### config.mk
export PLATFORM = sky130hd
export DESIGN_NAME = offset_dac_code_control
export DESIGN_NICKNAME = d
export VERILOG_FILES = /design/src/verilog/offset_code_pkg.sv /design/src/verilog/offset_dac_code_control.sv
export SDC_FILE = /design/constraint.sdc
export NUM_CORES = 1
export LEC_CHECK = 0
export CAP_MARGIN = 30
export CORE_UTILIZATION = 64
export CTS_BUF_LIST = sky130_fd_sc_hd__clkbuf_4 sky130_fd_sc_hd__clkbuf_8
export DETAILED_ROUTE_END_ITERATION = 12
export DONT_BUFFER_PORTS = 1
export GPL_ROUTABILITY_DRIVEN = 0
export PLACE_DENSITY_LB_ADDON = 0.1
export SLEW_MARGIN = 20
export SYNTH_ARGS = -nofsm -noshare
export SYNTH_HDL_FRONTEND = slang
export SYNTH_SLANG_ARGS = --single-unit
### constraint.sdc
create_clock -name clock -period 2.1 [get_ports clock]
set_clock_uncertainty 0.1 [all_clocks]
set_input_delay 0.105 -clock clock [delete_from_list [all_inputs] [get_ports clock]]
set_output_delay 0.105 -clock clock [all_outputs]
set_load 0.01 [all_outputs]
### src/verilog/offset_code_pkg.sv
// shared constants and types for the offset code control block
package offset_code_pkg;

  // ----------------------------------------------------------------
  // code layout
  // ----------------------------------------------------------------
  localparam int          CODE_W        = 14;
  localparam int          GROUP_COUNT   = 2;
  localparam int          GROUP_A       = 0;
  localparam int          GROUP_B       = 1;
  localparam int          TRIM_W        = 3;

  // ----------------------------------------------------------------
  // nominal defaults, straight binary
  // ----------------------------------------------------------------
  localparam logic [13:0] NOMINAL_GAIN_SIX  = 14'h2666;
  localparam logic [13:0] NOMINAL_GAIN_FOUR = 14'h2AAB;
  localparam logic [13:0] FORMAT_FLIP       = 14'h2000;
  localparam logic [13:0] CODE_RESET        = 14'h0000;

  // ----------------------------------------------------------------
  // timing
  // ----------------------------------------------------------------
  localparam int          SYNC_STAGES   = 3;

  typedef logic [CODE_W-1:0] offset_code_t;

  typedef struct packed {
    offset_code_t group_b;
    offset_code_t group_a;
  } offset_pair_t;

  typedef enum logic {
    GAIN_FOUR,
    GAIN_SIX
  } gain_sel_t;

endpackage : offset_code_pkg

### src/verilog/offset_dac_code_control.sv
// offset code holding, default loading and gain-change reload for both channel groups
//
// Contract
// - two independent 14-bit offset codes, one per group
// - defaults 2666h gain six, 2AABh gain four
// - trimmed default may deviate three counts
// - reset loads defaults for format and gain
// - gain change reloads both codes with defaults
// - larger code shifts group outputs more negative
// - single supply turns offset path off, hi-z
// - code format follows data format select pin
// - first code channels 0-3, second 4-7
`timescale 1ns/1ps
module offset_dac_code_control #(
  parameter logic signed [2:0] TRIM_A_SIX  = 3'sd0,
  parameter logic signed [2:0] TRIM_A_FOUR = 3'sd0,
  parameter logic signed [2:0] TRIM_B_SIX  = 3'sd0,
  parameter logic signed [2:0] TRIM_B_FOUR = 3'sd0
) (
  // clock and reset
  input  wire logic                          clock,
  input  wire logic                          rst_b,
  // pins from outside the clock domain
  input  wire logic                          data_format_select,
  input  wire logic                          single_supply,
  // gain setting from the configuration logic
  input  wire offset_code_pkg::gain_sel_t    gain_request,
  // code writes from the serial port logic
  input  wire logic                          code_write,
  input  wire logic                          code_write_group,
  input  wire offset_code_pkg::offset_code_t code_write_data,
  // offset path controls
  output offset_code_pkg::offset_pair_t      offset_codes,
  output offset_code_pkg::gain_sel_t         gain_applied,
  output logic                               offset_enable,
  output logic                               amp_hiz,
  output logic                               codes_valid
);

  // ----------------------------------------------------------------
  // default code for one group
  // ----------------------------------------------------------------
  function automatic offset_code_pkg::offset_code_t default_code(
    input offset_code_pkg::gain_sel_t gain,
    input logic                       twos,
    input logic signed [2:0]          trim
  );
    offset_code_pkg::offset_code_t nominal;
    offset_code_pkg::offset_code_t trimmed;
    logic signed [2:0]             trim_held;
    // a trim of minus four would leave the three-count window,
    // so it is held at minus three
    trim_held = (trim == 3'sh4) ? 3'sh5 : trim;
    nominal = (gain == offset_code_pkg::GAIN_SIX) ? offset_code_pkg::NOMINAL_GAIN_SIX
                                                  : offset_code_pkg::NOMINAL_GAIN_FOUR;
    trimmed = nominal + offset_code_pkg::offset_code_t'(14'(signed'(trim_held)));
    default_code = twos ? (trimmed ^ offset_code_pkg::FORMAT_FLIP) : trimmed;
  endfunction : default_code

  function automatic offset_code_pkg::offset_pair_t default_pair(
    input offset_code_pkg::gain_sel_t gain,
    input logic                       twos
  );
    offset_code_pkg::offset_pair_t pair;
    if (gain == offset_code_pkg::GAIN_SIX) begin
      pair.group_a = default_code(gain, twos, TRIM_A_SIX);
      pair.group_b = default_code(gain, twos, TRIM_B_SIX);
    end else begin
      pair.group_a = default_code(gain, twos, TRIM_A_FOUR);
      pair.group_b = default_code(gain, twos, TRIM_B_FOUR);
    end
    default_pair = pair;
  endfunction : default_pair

  // ----------------------------------------------------------------
  // reset release
  // ----------------------------------------------------------------
  logic [1:0] reset_pipe;
  logic       rst_sync_b;

  always_ff @(posedge clock or negedge rst_b) begin
    if (!rst_b) begin
      reset_pipe <= 2'b00;
    end else begin
      reset_pipe <= {reset_pipe[0], 1'b1};
    end
  end

  assign rst_sync_b = reset_pipe[1];

  // ----------------------------------------------------------------
  // pin synchronisers
  // ----------------------------------------------------------------
  logic [2:0] format_pipe;
  logic [2:0] supply_pipe;
  logic       format_twos;
  logic       supply_single;
  logic       next_format_twos;
  logic       next_supply_single;

  always_comb begin
    next_format_twos   = format_twos;
    next_supply_single = supply_single;
    if (format_pipe[1] == format_pipe[2]) begin
      next_format_twos = format_pipe[2];
    end
    if (supply_pipe[1] == supply_pipe[2]) begin
      next_supply_single = supply_pipe[2];
    end
  end

  always_ff @(posedge clock or negedge rst_sync_b) begin
    if (!rst_sync_b) begin
      format_pipe   <= 3'b000;
      supply_pipe   <= 3'b000;
      format_twos   <= 1'b0;
      supply_single <= 1'b0;
    end else begin
      format_pipe   <= {format_pipe[1:0], data_format_select};
      supply_pipe   <= {supply_pipe[1:0], single_supply};
      format_twos   <= next_format_twos;
      supply_single <= next_supply_single;
    end
  end

  // ----------------------------------------------------------------
  // code control
  // ----------------------------------------------------------------
  typedef enum logic [1:0] {
    SETTLE,
    LOAD,
    RUN
  } ctrl_state_t;

  ctrl_state_t                   state;
  ctrl_state_t                   next_state;
  logic [1:0]                    settle_count;
  logic [1:0]                    next_settle_count;
  offset_code_pkg::offset_pair_t next_offset_codes;
  offset_code_pkg::gain_sel_t    next_gain_applied;
  logic                          next_offset_enable;
  logic                          next_amp_hiz;
  logic                          next_codes_valid;

  always_comb begin
    next_state         = state;
    next_settle_count  = settle_count;
    next_offset_codes  = offset_codes;
    next_gain_applied  = gain_applied;
    next_codes_valid   = codes_valid;
    case (state)
      SETTLE: begin
        // wait until the format and supply pins have passed the synchroniser
        next_settle_count = settle_count + 2'd1;
        if (settle_count == 2'(offset_code_pkg::SYNC_STAGES)) begin
          next_state = LOAD;
        end
      end
      LOAD: begin
        next_gain_applied = gain_request;
        next_offset_codes = default_pair(gain_request, format_twos);
        next_codes_valid  = 1'b1;
        next_state        = RUN;
      end
      RUN: begin
        if (gain_request != gain_applied) begin
          // new gain and its defaults land together; a write in this cycle is dropped
          next_gain_applied = gain_request;
          next_offset_codes = default_pair(gain_request, format_twos);
        end else if (code_write) begin
          if (code_write_group == 1'(offset_code_pkg::GROUP_A)) begin
            next_offset_codes.group_a = code_write_data;
          end else begin
            next_offset_codes.group_b = code_write_data;
          end
        end
      end
      default: begin
        next_state = SETTLE;
      end
    endcase
  end

  always_ff @(posedge clock or negedge rst_sync_b) begin
    if (!rst_sync_b) begin
      state         <= SETTLE;
      settle_count  <= 2'd0;
      offset_codes  <= '{group_b: offset_code_pkg::CODE_RESET, group_a: offset_code_pkg::CODE_RESET};
      gain_applied  <= offset_code_pkg::GAIN_SIX;
      codes_valid   <= 1'b0;
    end else begin
      state         <= next_state;
      settle_count  <= next_settle_count;
      offset_codes  <= next_offset_codes;
      gain_applied  <= next_gain_applied;
      codes_valid   <= next_codes_valid;
    end
  end

  // ----------------------------------------------------------------
  // offset path control
  // ----------------------------------------------------------------
  always_comb begin
    // path stays off until the defaults are loaded; in single-supply operation
    // the amplifier is parked in hi-z so a stored code has no effect
    next_offset_enable = (state == RUN) && !supply_single;
    next_amp_hiz       = (state != RUN) || supply_single;
  end

  always_ff @(posedge clock or negedge rst_sync_b) begin
    if (!rst_sync_b) begin
      offset_enable <= 1'b0;
      amp_hiz       <= 1'b1;
    end else begin
      offset_enable <= next_offset_enable;
      amp_hiz       <= next_amp_hiz;
    end
  end

endmodule : offset_dac_code_control

### Yosys cells after proc, flatten, opt, wreduce, memory -nomap -nowiden

Index checks and enable logic that the tools add are counted.

* register bits after elaboration: 46
* bits of input ports: 21
* word-level logic and storage cells: 48
* output and inout port bits: 32

* reductions and logical operators: 9
* equality and inequality tests: 12
* add/sub/neg operators: 1
* muxes and demuxes: 11
* bitwise gates (word level): 2

Operators by type and width (number)
* 28-bit two-way mux: 2
* 28-bit one-hot mux with 2 select lines: 1
* 14-bit two-way mux: 3
* 12-bit two-way mux: 1
* 3-bit != test (second input constant): 3
* 2-bit != test (second input constant): 3
* 2-bit one-hot mux with 3 select lines: 1
* 3-bit AND reduction: 2
* 2-bit == test (second input constant): 2
* 2-bit AND reduction: 2
* 2-bit by 1-bit adder with 2-bit output (second input constant): 1
* 1-bit == test: 2
* 2-bit by 1-bit == test with 1-bit output (second input constant): 1
* 2-bit zero test: 1
* 2-bit two-way mux: 1
* 1-bit one-hot mux with 2 select lines: 1
* 2-bit nonzero test: 1
* 1-bit logical AND: 1
* 1-bit zero test: 1
* 1-bit logical OR: 1
* 1-bit two-way mux: 1
* 1-bit != test: 1
* 1-bit inverter: 1
* 1-bit inverter (first input constant): 1

### Longest topological paths before layout

Gate-level depths: netlist of run 1.

* depth after elaboration: 4
* mapped depth: 5
* mapped depth without buffers: 4

### Worst setup path after synthesis of run 1

Ideal clock, no wire load.

* path type: reg-to-reg
* start point: reg gain_applied
* end point: reg offset_codes[10] (netlist bit)
* setup time: 125 ps
* path slack: 282 ps
* period minus slack after synthesis: 1818 ps
* stages on the path, launching flop included: 6
* required time: 1875 ps
* data arrival time: 1594 ps
* path buffers: 1
* cells stage by stage: dfstp_2 > xor2_2 > a21oi_1 > o21ai_2 > buf_4 > mux2_2

* cells in the longest elaborated chain, start to end: 3
* elaborated cells on any way between the ends: 6
* those cells by class: 3 x eq/ne; 2 x mux; 1 x reduce/logical

RTL lines
* start, declared: line offset_dac_code_control.sv:34 `output offset_code_pkg::gain_sel_t gain_applied,`
* start signal, assigned: line offset_dac_code_control.sv:189 `gain_applied <= offset_code_pkg::GAIN_SIX;`
* start signal, assigned: line offset_dac_code_control.sv:195 `gain_applied <= next_gain_applied;`
* 1-bit != test *: line offset_dac_code_control.sv:166 `if (gain_request != gain_applied) begin`
* 3-bit != test (no source line) / 28-bit two-way mux (equally long branches)
* 3-bit AND reduction (no source line) / 28-bit one-hot mux with 2 select lines (equally long branches)
* end signal, assigned: line offset_dac_code_control.sv:188 `offset_codes <= '{group_b: offset_code_pkg::CODE_RESET, group_a: offset_code_pkg::CODE_RESET};`
* end signal, assigned: line offset_dac_code_control.sv:194 `offset_codes <= next_offset_codes;`
* end, declared: line offset_dac_code_control.sv:33 `output offset_code_pkg::offset_pair_t offset_codes,`

Every way passes the cells marked *; elsewhere a longest branch is shown, timed or not.
A chain may end at the register's enable or synchronous reset.

### Worst setup path in the final report of run 1

* start point: reg gain_applied
* end point: reg offset_codes[24] (netlist bit)

Same word-level chain as after synthesis.

==> metrics.md, run 1 <==
| Metric | Value |
|---|---|
| Worst hold path startpoint | code_write_data[10] |
| Area after DPL | 1830 µm² |
| Via-to-Cell Ratio | 5.55 |
| Top Family by Delay on Critical Path | flip-flops |
| Setup TNS | 0 ps |
| Critical-path cell list | xor2_2 -> a21oi_1 -> o21a_2 -> mux2_1 |
| Routed len/inst | 17.0 µm |
| Area growth, synth to finish | 16.9% |
| CP peak stage delay | approximately 620 ps |
| Share of post-route cells with drive strength above 1 | 17.6% |
| Max H-tree Level | 2 |
| Post-synthesis cell type count | 28 |
| Routed vias | 988 |
| Area inside the core boundary | 2540 µm² |
| Clk Latency, worst-skew pair | 360 ps |
| Worst Setup Start Kind | register |
| Total die area | 3000 µm² |
| Number of antenna violations at the first check in global routing | 0 |
| Period utilisation layout | between 80% and 90% |
| CP startpoint | gain_applied |
| Nets@finish | 169 |
| Buffer depth of the longest clock path | 2 |
| Final hold violation count | 0 |
| DRC errors left | 0 |
| Synth Net Count | 143 |
| GR Overflow Total | 0 |
| Number of routed nets with antenna violations | 0 |
| Total buffers and inverters traversed by the critical path | 0 |
| Input/output buffers | 0 |
| Inserted Diodes | 0 |
| Per-instance average area after synthesis | 14.7 µm² |
| Sequential share of the synthesized area | 64.7% |
| Worst-case vdd ir drop | 0.000778 V |
| Power per Cell Area | 868 nW/µm² |
| Via count of the first global-routing pass | 1022 |
| Clock Sink Count | 46 |
| Commonest cells after routing, fill and taps aside | 43 x sky130_fd_sc_hd__dfrtp_1, 22 x sky130_fd_sc_hd__mux2_1, 17 x sky130_fd_sc_hd__dlygate4sd3_1, 7 x sky130_fd_sc_hd__inv_1, 6 x sky130_fd_sc_hd__mux2_2 |
| Summed instance area of the synthesized netlist | 1780 µm² |
| CTS Root Cell | sky130_fd_sc_hd__clkbuf_4 |
| First-pass GRT wire length | 4810 µm |
| Most common library cell in the layout ignoring fill and taps | sky130_fd_sc_hd__dfrtp_1 |
| Startpoint of the worst-slack reg-to-reg timing path | gain_applied |
| Vert. Die Dim | 54.8 µm |
| Final Instance Area | 2080 µm² |
| Total leakage power | roughly 0.00096 µW |
| Final worst hold slack | 21.6 ps |
| Setup slack at placement | 242 ps |
| Post-synthesis cell count | around 120 |
| Area share of the largest cell type after synthesis | about three fifths |
| CTS clk-pin slew, worst paths | 130 ps |
| Number of max-slew violations in the final report | 0 |
| Initial Util | 70.0% |
| All-layer global routing usage | 24.4% |
| Synthesis-stage register bit count | between 40 and 50 |
| Worst setup path class | register to register |
| Critical Path End Type | register |
| Biggest area contributors in the synthesized netlist | sky130_fd_sc_hd__dfrtp_1 62%, sky130_fd_sc_hd__mux2_1 14%, sky130_fd_sc_hd__mux2_2 3.8% |
| Outcome | completed |
| Slew at the pin closest to its max-slew limit | 608 ps |
| Highest clock rate | 0.535 GHz |
| Total number of yosys warnings | 0 |
| Maximum Capacitance Violations | 0 |
| Maximum number of pins on one net before global-route repair | 31 |
| Unrepaired setup endpoints after global routing | false |
| Clock buffers created by TritonCTS | 5 |
| Required time worst endpoint | 2240 ps |
| Dpl hpwl | 2040 µm |
| Count of endpoints failing setup in the final report | 0 |
| Die extent in x | 54.8 µm |
| Starting DRT DRC Count | 8 |
| Master of the slowest instance on the critical path | sky130_fd_sc_hd__dfstp_2 |
| Max-slew headroom at the worst pin | about three fifths |
| Tightest Hold Check Type | input port to register |
| Router iterations before antenna repair | 4 |
| I/O pin cnt | 53 |
| Clock tree from TritonCTS | done |
| Arrival time worst endpoint | roughly 2000 ps |
| Worst Setup Slack, final | approximately 230 ps |
| Max FO, Critical Path | 14 |
| Final critical path time including I/O delays and setup | 1870 ps |
| Leading area contributor after synthesis | sky130_fd_sc_hd__dfrtp_1 |
| Site Rows | 18 |
| Total length of routed wires | around 3000 µm |
flip-flops by register name, summed over array words and instances, names as in the netlist, 2 cells and up:
name	cells
state	2
reset_pipe	2
offset_codes	28
format_pipe	3
settle_count	2
supply_pipe	3
where the power goes:
part | switching [µW] | total [µW] | internal [µW]
Combinational | 79.9 | 192 | 112
Clock | 269 | 516 | 247
Sequential | 113 | 1100 | 986
what timing repair did:
action                    in CTS  in global routing
hold endpoints to repair      28                  0
buffers inserted               0                  0
hold buffers                  17                  0
gates resized for setup        0                  0
metal layers:
metal  vias to the layer above  global-route usage, %  share of wire [%]
li1                        456                      -                  -
met1                       482                   27.8                 42
met2                        42                   39.8                 49
met3                         8                   8.61                7.0
met4                         0                   12.8                2.0
met5                         -                      0                  0
synth_stat cells:
library cell / count
sky130_fd_sc_hd__o21ai_0: 1
sky130_fd_sc_hd__a21o_1: 4
sky130_fd_sc_hd__o21ai_2: 1
sky130_fd_sc_hd__buf_6: 1
sky130_fd_sc_hd__a21oi_1: 5
sky130_fd_sc_hd__mux2i_1: 1
sky130_fd_sc_hd__nand2b_1: 3
sky130_fd_sc_hd__nor2_1: 2
sky130_fd_sc_hd__or2_1: 1
sky130_fd_sc_hd__or3_1: 3
sky130_fd_sc_hd__mux2_4: 1
sky130_fd_sc_hd__maj3_1: 2
sky130_fd_sc_hd__xor2_1: 1
sky130_fd_sc_hd__mux2_1: 22
sky130_fd_sc_hd__o21a_2: 1
sky130_fd_sc_hd__dfstp_2: 2
sky130_fd_sc_hd__dfrtp_1: 44
sky130_fd_sc_hd__xor2_2: 1
sky130_fd_sc_hd__conb_1: 1
sky130_fd_sc_hd__o21ba_1: 1
sky130_fd_sc_hd__buf_4: 1
sky130_fd_sc_hd__inv_1: 7
sky130_fd_sc_hd__nand2_1: 2
sky130_fd_sc_hd__ha_1: 1
sky130_fd_sc_hd__o21ai_1: 1
sky130_fd_sc_hd__and2_1: 4
sky130_fd_sc_hd__mux2_2: 6
sky130_fd_sc_hd__buf_2: 1
cell families after synthesis:
family	count (synthesis)	share of synthesized area (%)
other	1	0.210
DFF	46	64.7
and+or+nand+nor	15	4.71
buffers and inverters	10	2.81
adders and majority gates	3	1.83
xor gates and xnor gates	2	1.40
AOI/OAI and AO/OA	14	5.20
muxes	30	19.1
area by class of cell:
cell class                 instances  area (µm²)
clock inverter                     3        40.0
sequential                        46        1150
clock buffer                       5        37.5
fill                             147         463
inverter                           7        26.3
timing repair buffer              22         208
multi-input combinational         65         578
tap                               30        37.5
tightest hold or removal path, cell delays in order:
cell and delay, ps:
sky130_fd_sc_hd__inv_1 20, sky130_fd_sc_hd__a21oi_1 160, sky130_fd_sc_hd__mux2_2 170
worst paths after layout:
check | cells past startpoint | slack (ps) | to
max in group asynchronous | 1 | 1060 | gain_applied
min in group asynchronous | 0 | 190 | offset_codes[25]
min | 3 | 20 | offset_codes[10]
min reg2reg | 0 | 190 | offset_codes[25]
max reg2reg | 4 | 230 | offset_codes[24]
max | 4 | 230 | offset_codes[24]
per-stage QoR:
stage / std cells / power [µW] / utilization (%)
after floorplan: 121 / 1240 / -
after global placement: 153 / 1280 / 72.1
after detailed placement: 153 / 1290 / 72.1
after CTS: 178 / 1820 / 81.8
after global routing: 178 / 1890 / 81.8
final: 178 / 1810 / 81.8
No activity file was read; power rests on OpenSTA's default activity.
==> inputs of run 2 (changes only) <==
- CORE_UTILIZATION: 64 -> 65
- clock period: 2.1 -> 2.15 ns (I/O delays scaled with it)
==> run 2 against run 1 <==
Compared with the run above: worst hold slack better by 43 ps; non-clock buffer count grew 2; die area shrank 1.5%; global-route usage barely moved; register-to-register slack better by 30 ps; critical path depth rose by 1.
==> metrics.md, run 2 (synthesis gave the netlist of run 1 again) <==
| Metric | Value |
|---|---|
| Outcome | completed (unchanged) |
| Worst Setup Start Kind | register (unchanged) |
| Nets@finish | 171 (was 169) |
| Highest clock rate | 0.529 GHz (was 0.535 GHz) |
| Max H-tree Level | 2 (unchanged) |
| Initial Util | 70.6% (was 70.0%) |
| Worst r2r dst | offset_codes[2] (was offset_codes[24]) |
| Routed len/inst | 17.2 µm (was 17.0 µm) |
| Via count of the first global-routing pass | 1080 (was 1022) |
| Largest registers | offset_codes (28), format_pipe (3), supply_pipe (3) (unchanged) |
| Dpl hpwl | 2110 µm (was 2040 µm) |
| Critical Path End Type | register (unchanged) |
| Worst setup path class | register to register (unchanged) |
| Maximum number of pins on one net before global-route repair | 18 (was 31) |
| Site Rows | 18 (unchanged) |
| R2R cell count | 5 (was 4) |
| All-layer global routing usage | 24.3% (was 24.4%) |
| Last element of the critical path | offset_codes[2] (was offset_codes[24]) |
| CP peak stage delay | 620 ps (about the same) |
| Power per Cell Area | 809 nW/µm² (was 868 nW/µm²) |
| Clk Latency, worst-skew pair | 340 ps (was 360 ps) |
| Final hold violation count | 0 (unchanged) |
| First-pass GRT wire length | 4830 µm (was 4810 µm) |
| Area after DPL | 1830 µm² (unchanged) |
| Total buffers and inverters traversed by the critical path | 1 (was 0) |
| Worst-case vdd ir drop | 0.000610 V (was 0.000778 V) |
| I/O pin cnt | 53 (unchanged) |
| Total die area | 2950 µm² (was 3000 µm²) |
| Die extent in x | 54.4 µm (was 54.8 µm) |
| Master of the slowest instance on the critical path | sky130_fd_sc_hd__dfstp_2 (unchanged) |
| Area growth, synth to finish | 17.2% (was 16.9%) |
| Max-slew headroom at the worst pin | 62.2% (was 59.5%) |
| Clock tree from TritonCTS | done (unchanged) |
| Largest register FFs | 28 (unchanged) |
| Top register by number of flip-flops | offset_codes (unchanged) |
| Register-to-Register Setup Slack | 260 ps (was 230 ps) |
| Number of antenna violations at the first check in global routing | 0 (unchanged) |
| Tightest Hold Check Type | register to asynchronous set/reset pin (was input port to register) |
| Number of routed nets with antenna violations | 0 (unchanged) |
| Arrival time worst endpoint | 2030 ps (was 2010 ps) |
| Starting DRT DRC Count | 10 (was 8) |
| Clock buffers created by TritonCTS | 5 (unchanged) |
| Number of max-slew violations in the final report | 0 (unchanged) |
| Router iterations before antenna repair | 4 (unchanged) |
| Final critical path time including I/O delays and setup | 1890 ps (was 1870 ps) |
| Clock Sink Count | 46 (unchanged) |
| Inserted Diodes | 0 (unchanged) |
| Critical-path cell list | xor2_2 -> a21oi_1 -> o21ai_2 -> buf_4 -> mux2_2 (was xor2_2 -> a21oi_1 -> o21a_2 -> mux2_1) |
| Top Family by Delay on Critical Path | flip-flops (unchanged) |
| Total leakage power | 0.000965 µW (was 0.000962 µW) |
| Setup TNS | 0 ps (unchanged) |
| GR Overflow Total | 0 (unchanged) |
| Maximum Capacitance Violations | 0 (unchanged) |
| Most common library cell in the layout ignoring fill and taps | sky130_fd_sc_hd__dfrtp_1 (unchanged) |
| Routed vias | 1012 (was 988) |
| Total length of routed wires | 3090 µm (was 3020 µm) |
| Final Instance Area | 2090 µm² (was 2080 µm²) |
| Count of endpoints failing setup in the final report | 0 (unchanged) |
| CTS Root Cell | sky130_fd_sc_hd__clkbuf_4 (unchanged) |
| Unrepaired setup endpoints after global routing | false (unchanged) |
| Period utilisation layout | 88.0% (was 89.0%) |
| Commonest cells after routing, fill and taps aside | 43 x sky130_fd_sc_hd__dfrtp_1, 22 x sky130_fd_sc_hd__mux2_1, 19 x sky130_fd_sc_hd__dlygate4sd3_1, 7 x sky130_fd_sc_hd__inv_1 (was 43 x sky130_fd_sc_hd__dfrtp_1, 22 x sky130_fd_sc_hd__mux2_1, 17 x sky130_fd_sc_hd__dlygate4sd3_1, 7 x sky130_fd_sc_hd__inv_1, 6 x sky130_fd_sc_hd__mux2_2) |
| Via-to-Cell Ratio | 5.62 (was 5.55) |
| Vert. Die Dim | 54.4 µm (was 54.8 µm) |
| Share of post-route cells with drive strength above 1 | 17.3% (was 17.6%) |
| Buffer depth of the longest clock path | 2 (unchanged) |
| DRC errors left | 0 (unchanged) |
| Slew at the pin closest to its max-slew limit | 563 ps (was 608 ps) |
| CP startpoint | gain_applied (unchanged) |
| Number of cells on the critical path | 5 (was 4) |
| Required time worst endpoint | 2290 ps (was 2240 ps) |
| Max FO, Critical Path | 7 (was 14) |
| Area inside the core boundary | 2520 µm² (was 2540 µm²) |
| Input/output buffers | 0 (unchanged) |
| Startpoint of the worst-slack reg-to-reg timing path | gain_applied (unchanged) |
| CTS clk-pin slew, worst paths | 130 ps (about the same) |
==> run 2: changes by cell type in the layout (fill, tap and decap cells not counted) <==
cell / previous run / this run
sky130_fd_sc_hd__clkinv_2: 2 / 1
sky130_fd_sc_hd__clkbuf_4: 5 / 6
sky130_fd_sc_hd__dlygate4sd3_1: 17 / 19
sky130_fd_sc_hd__clkbuf_8: 0 / 1
sky130_fd_sc_hd__bufinv_16: 1 / 0
==> run 2: per-layer routing <==
layer	vias up	routed length, µm	global-route usage (%)	part of all wire [%]
li1	462	-	-	-
met1	501	1250	28.2	41
met2	40	1570	40.7	51
met3	9	177	8.89	5.7
met4	0	93	9.83	3.0
met5	-	0	0	0
==> run 2: stage by stage <==
step | hold WS, ps | utilization (%) | power [µW] | cells | worst slack, ps
floorplan | -288 | - | 1210 | 121 | 332
CTS | 79.7 | 82.8 | 1710 | 180 | 226
detailed placement | -288 | 72.7 | 1260 | 153 | 276
global placement | -288 | 72.7 | 1250 | 153 | 377
finish | 64.1 | 82.8 | 1690 | 180 | 258
global route | 94.3 | 82.8 | 1770 | 180 | 131
==> run 2: cell type report <==
type / count / area (µm²)
clock inverter: 1 / 5.00
inverter: 7 / 26.3
clock buffer: 7 / 58.8
tap: 30 / 37.5
timing repair buffer: 24 / 228
sequential: 46 / 1150
multi-input combinational: 65 / 578
fill: 133 / 434
==> run 2: power by group <==
| group | total, µW | switching (µW) | leakage (µW) | internal [µW] |
|---|---|---|---|---|
| Clock | 425 | 254 | 0.0000387 | 172 |
| Sequential | 1070 | 107 | 0.000533 | 963 |
| Combinational | 195 | 84.1 | 0.000393 | 111 |
==> run 2: what timing repair did <==
| item | in CTS | in global routing |
|---|---|---|
| resized for setup | 0 | 0 |
| hold buffers | 19 | 0 |
| buffers inserted | 0 | 0 |
| endpoints found under the hold margin | 32 | 0 |
==> run 2: worst min-delay path by stage <==
stage	slack [ps]	to	start	cells past startpoint
2_1_floorplan	-290	reset_pipe[0]	rst_b	0
3_3_place_gp	-290	reset_pipe[0]	rst_b	0
3_5_place_dp	-290	reset_pipe[1]	rst_b	0
4_1_cts	80	offset_codes[18]	reset_pipe[1]	0
5_1_grt	90	offset_codes[18]	reset_pipe[1]	0
6_report	60	offset_codes[13]	reset_pipe[1]	0
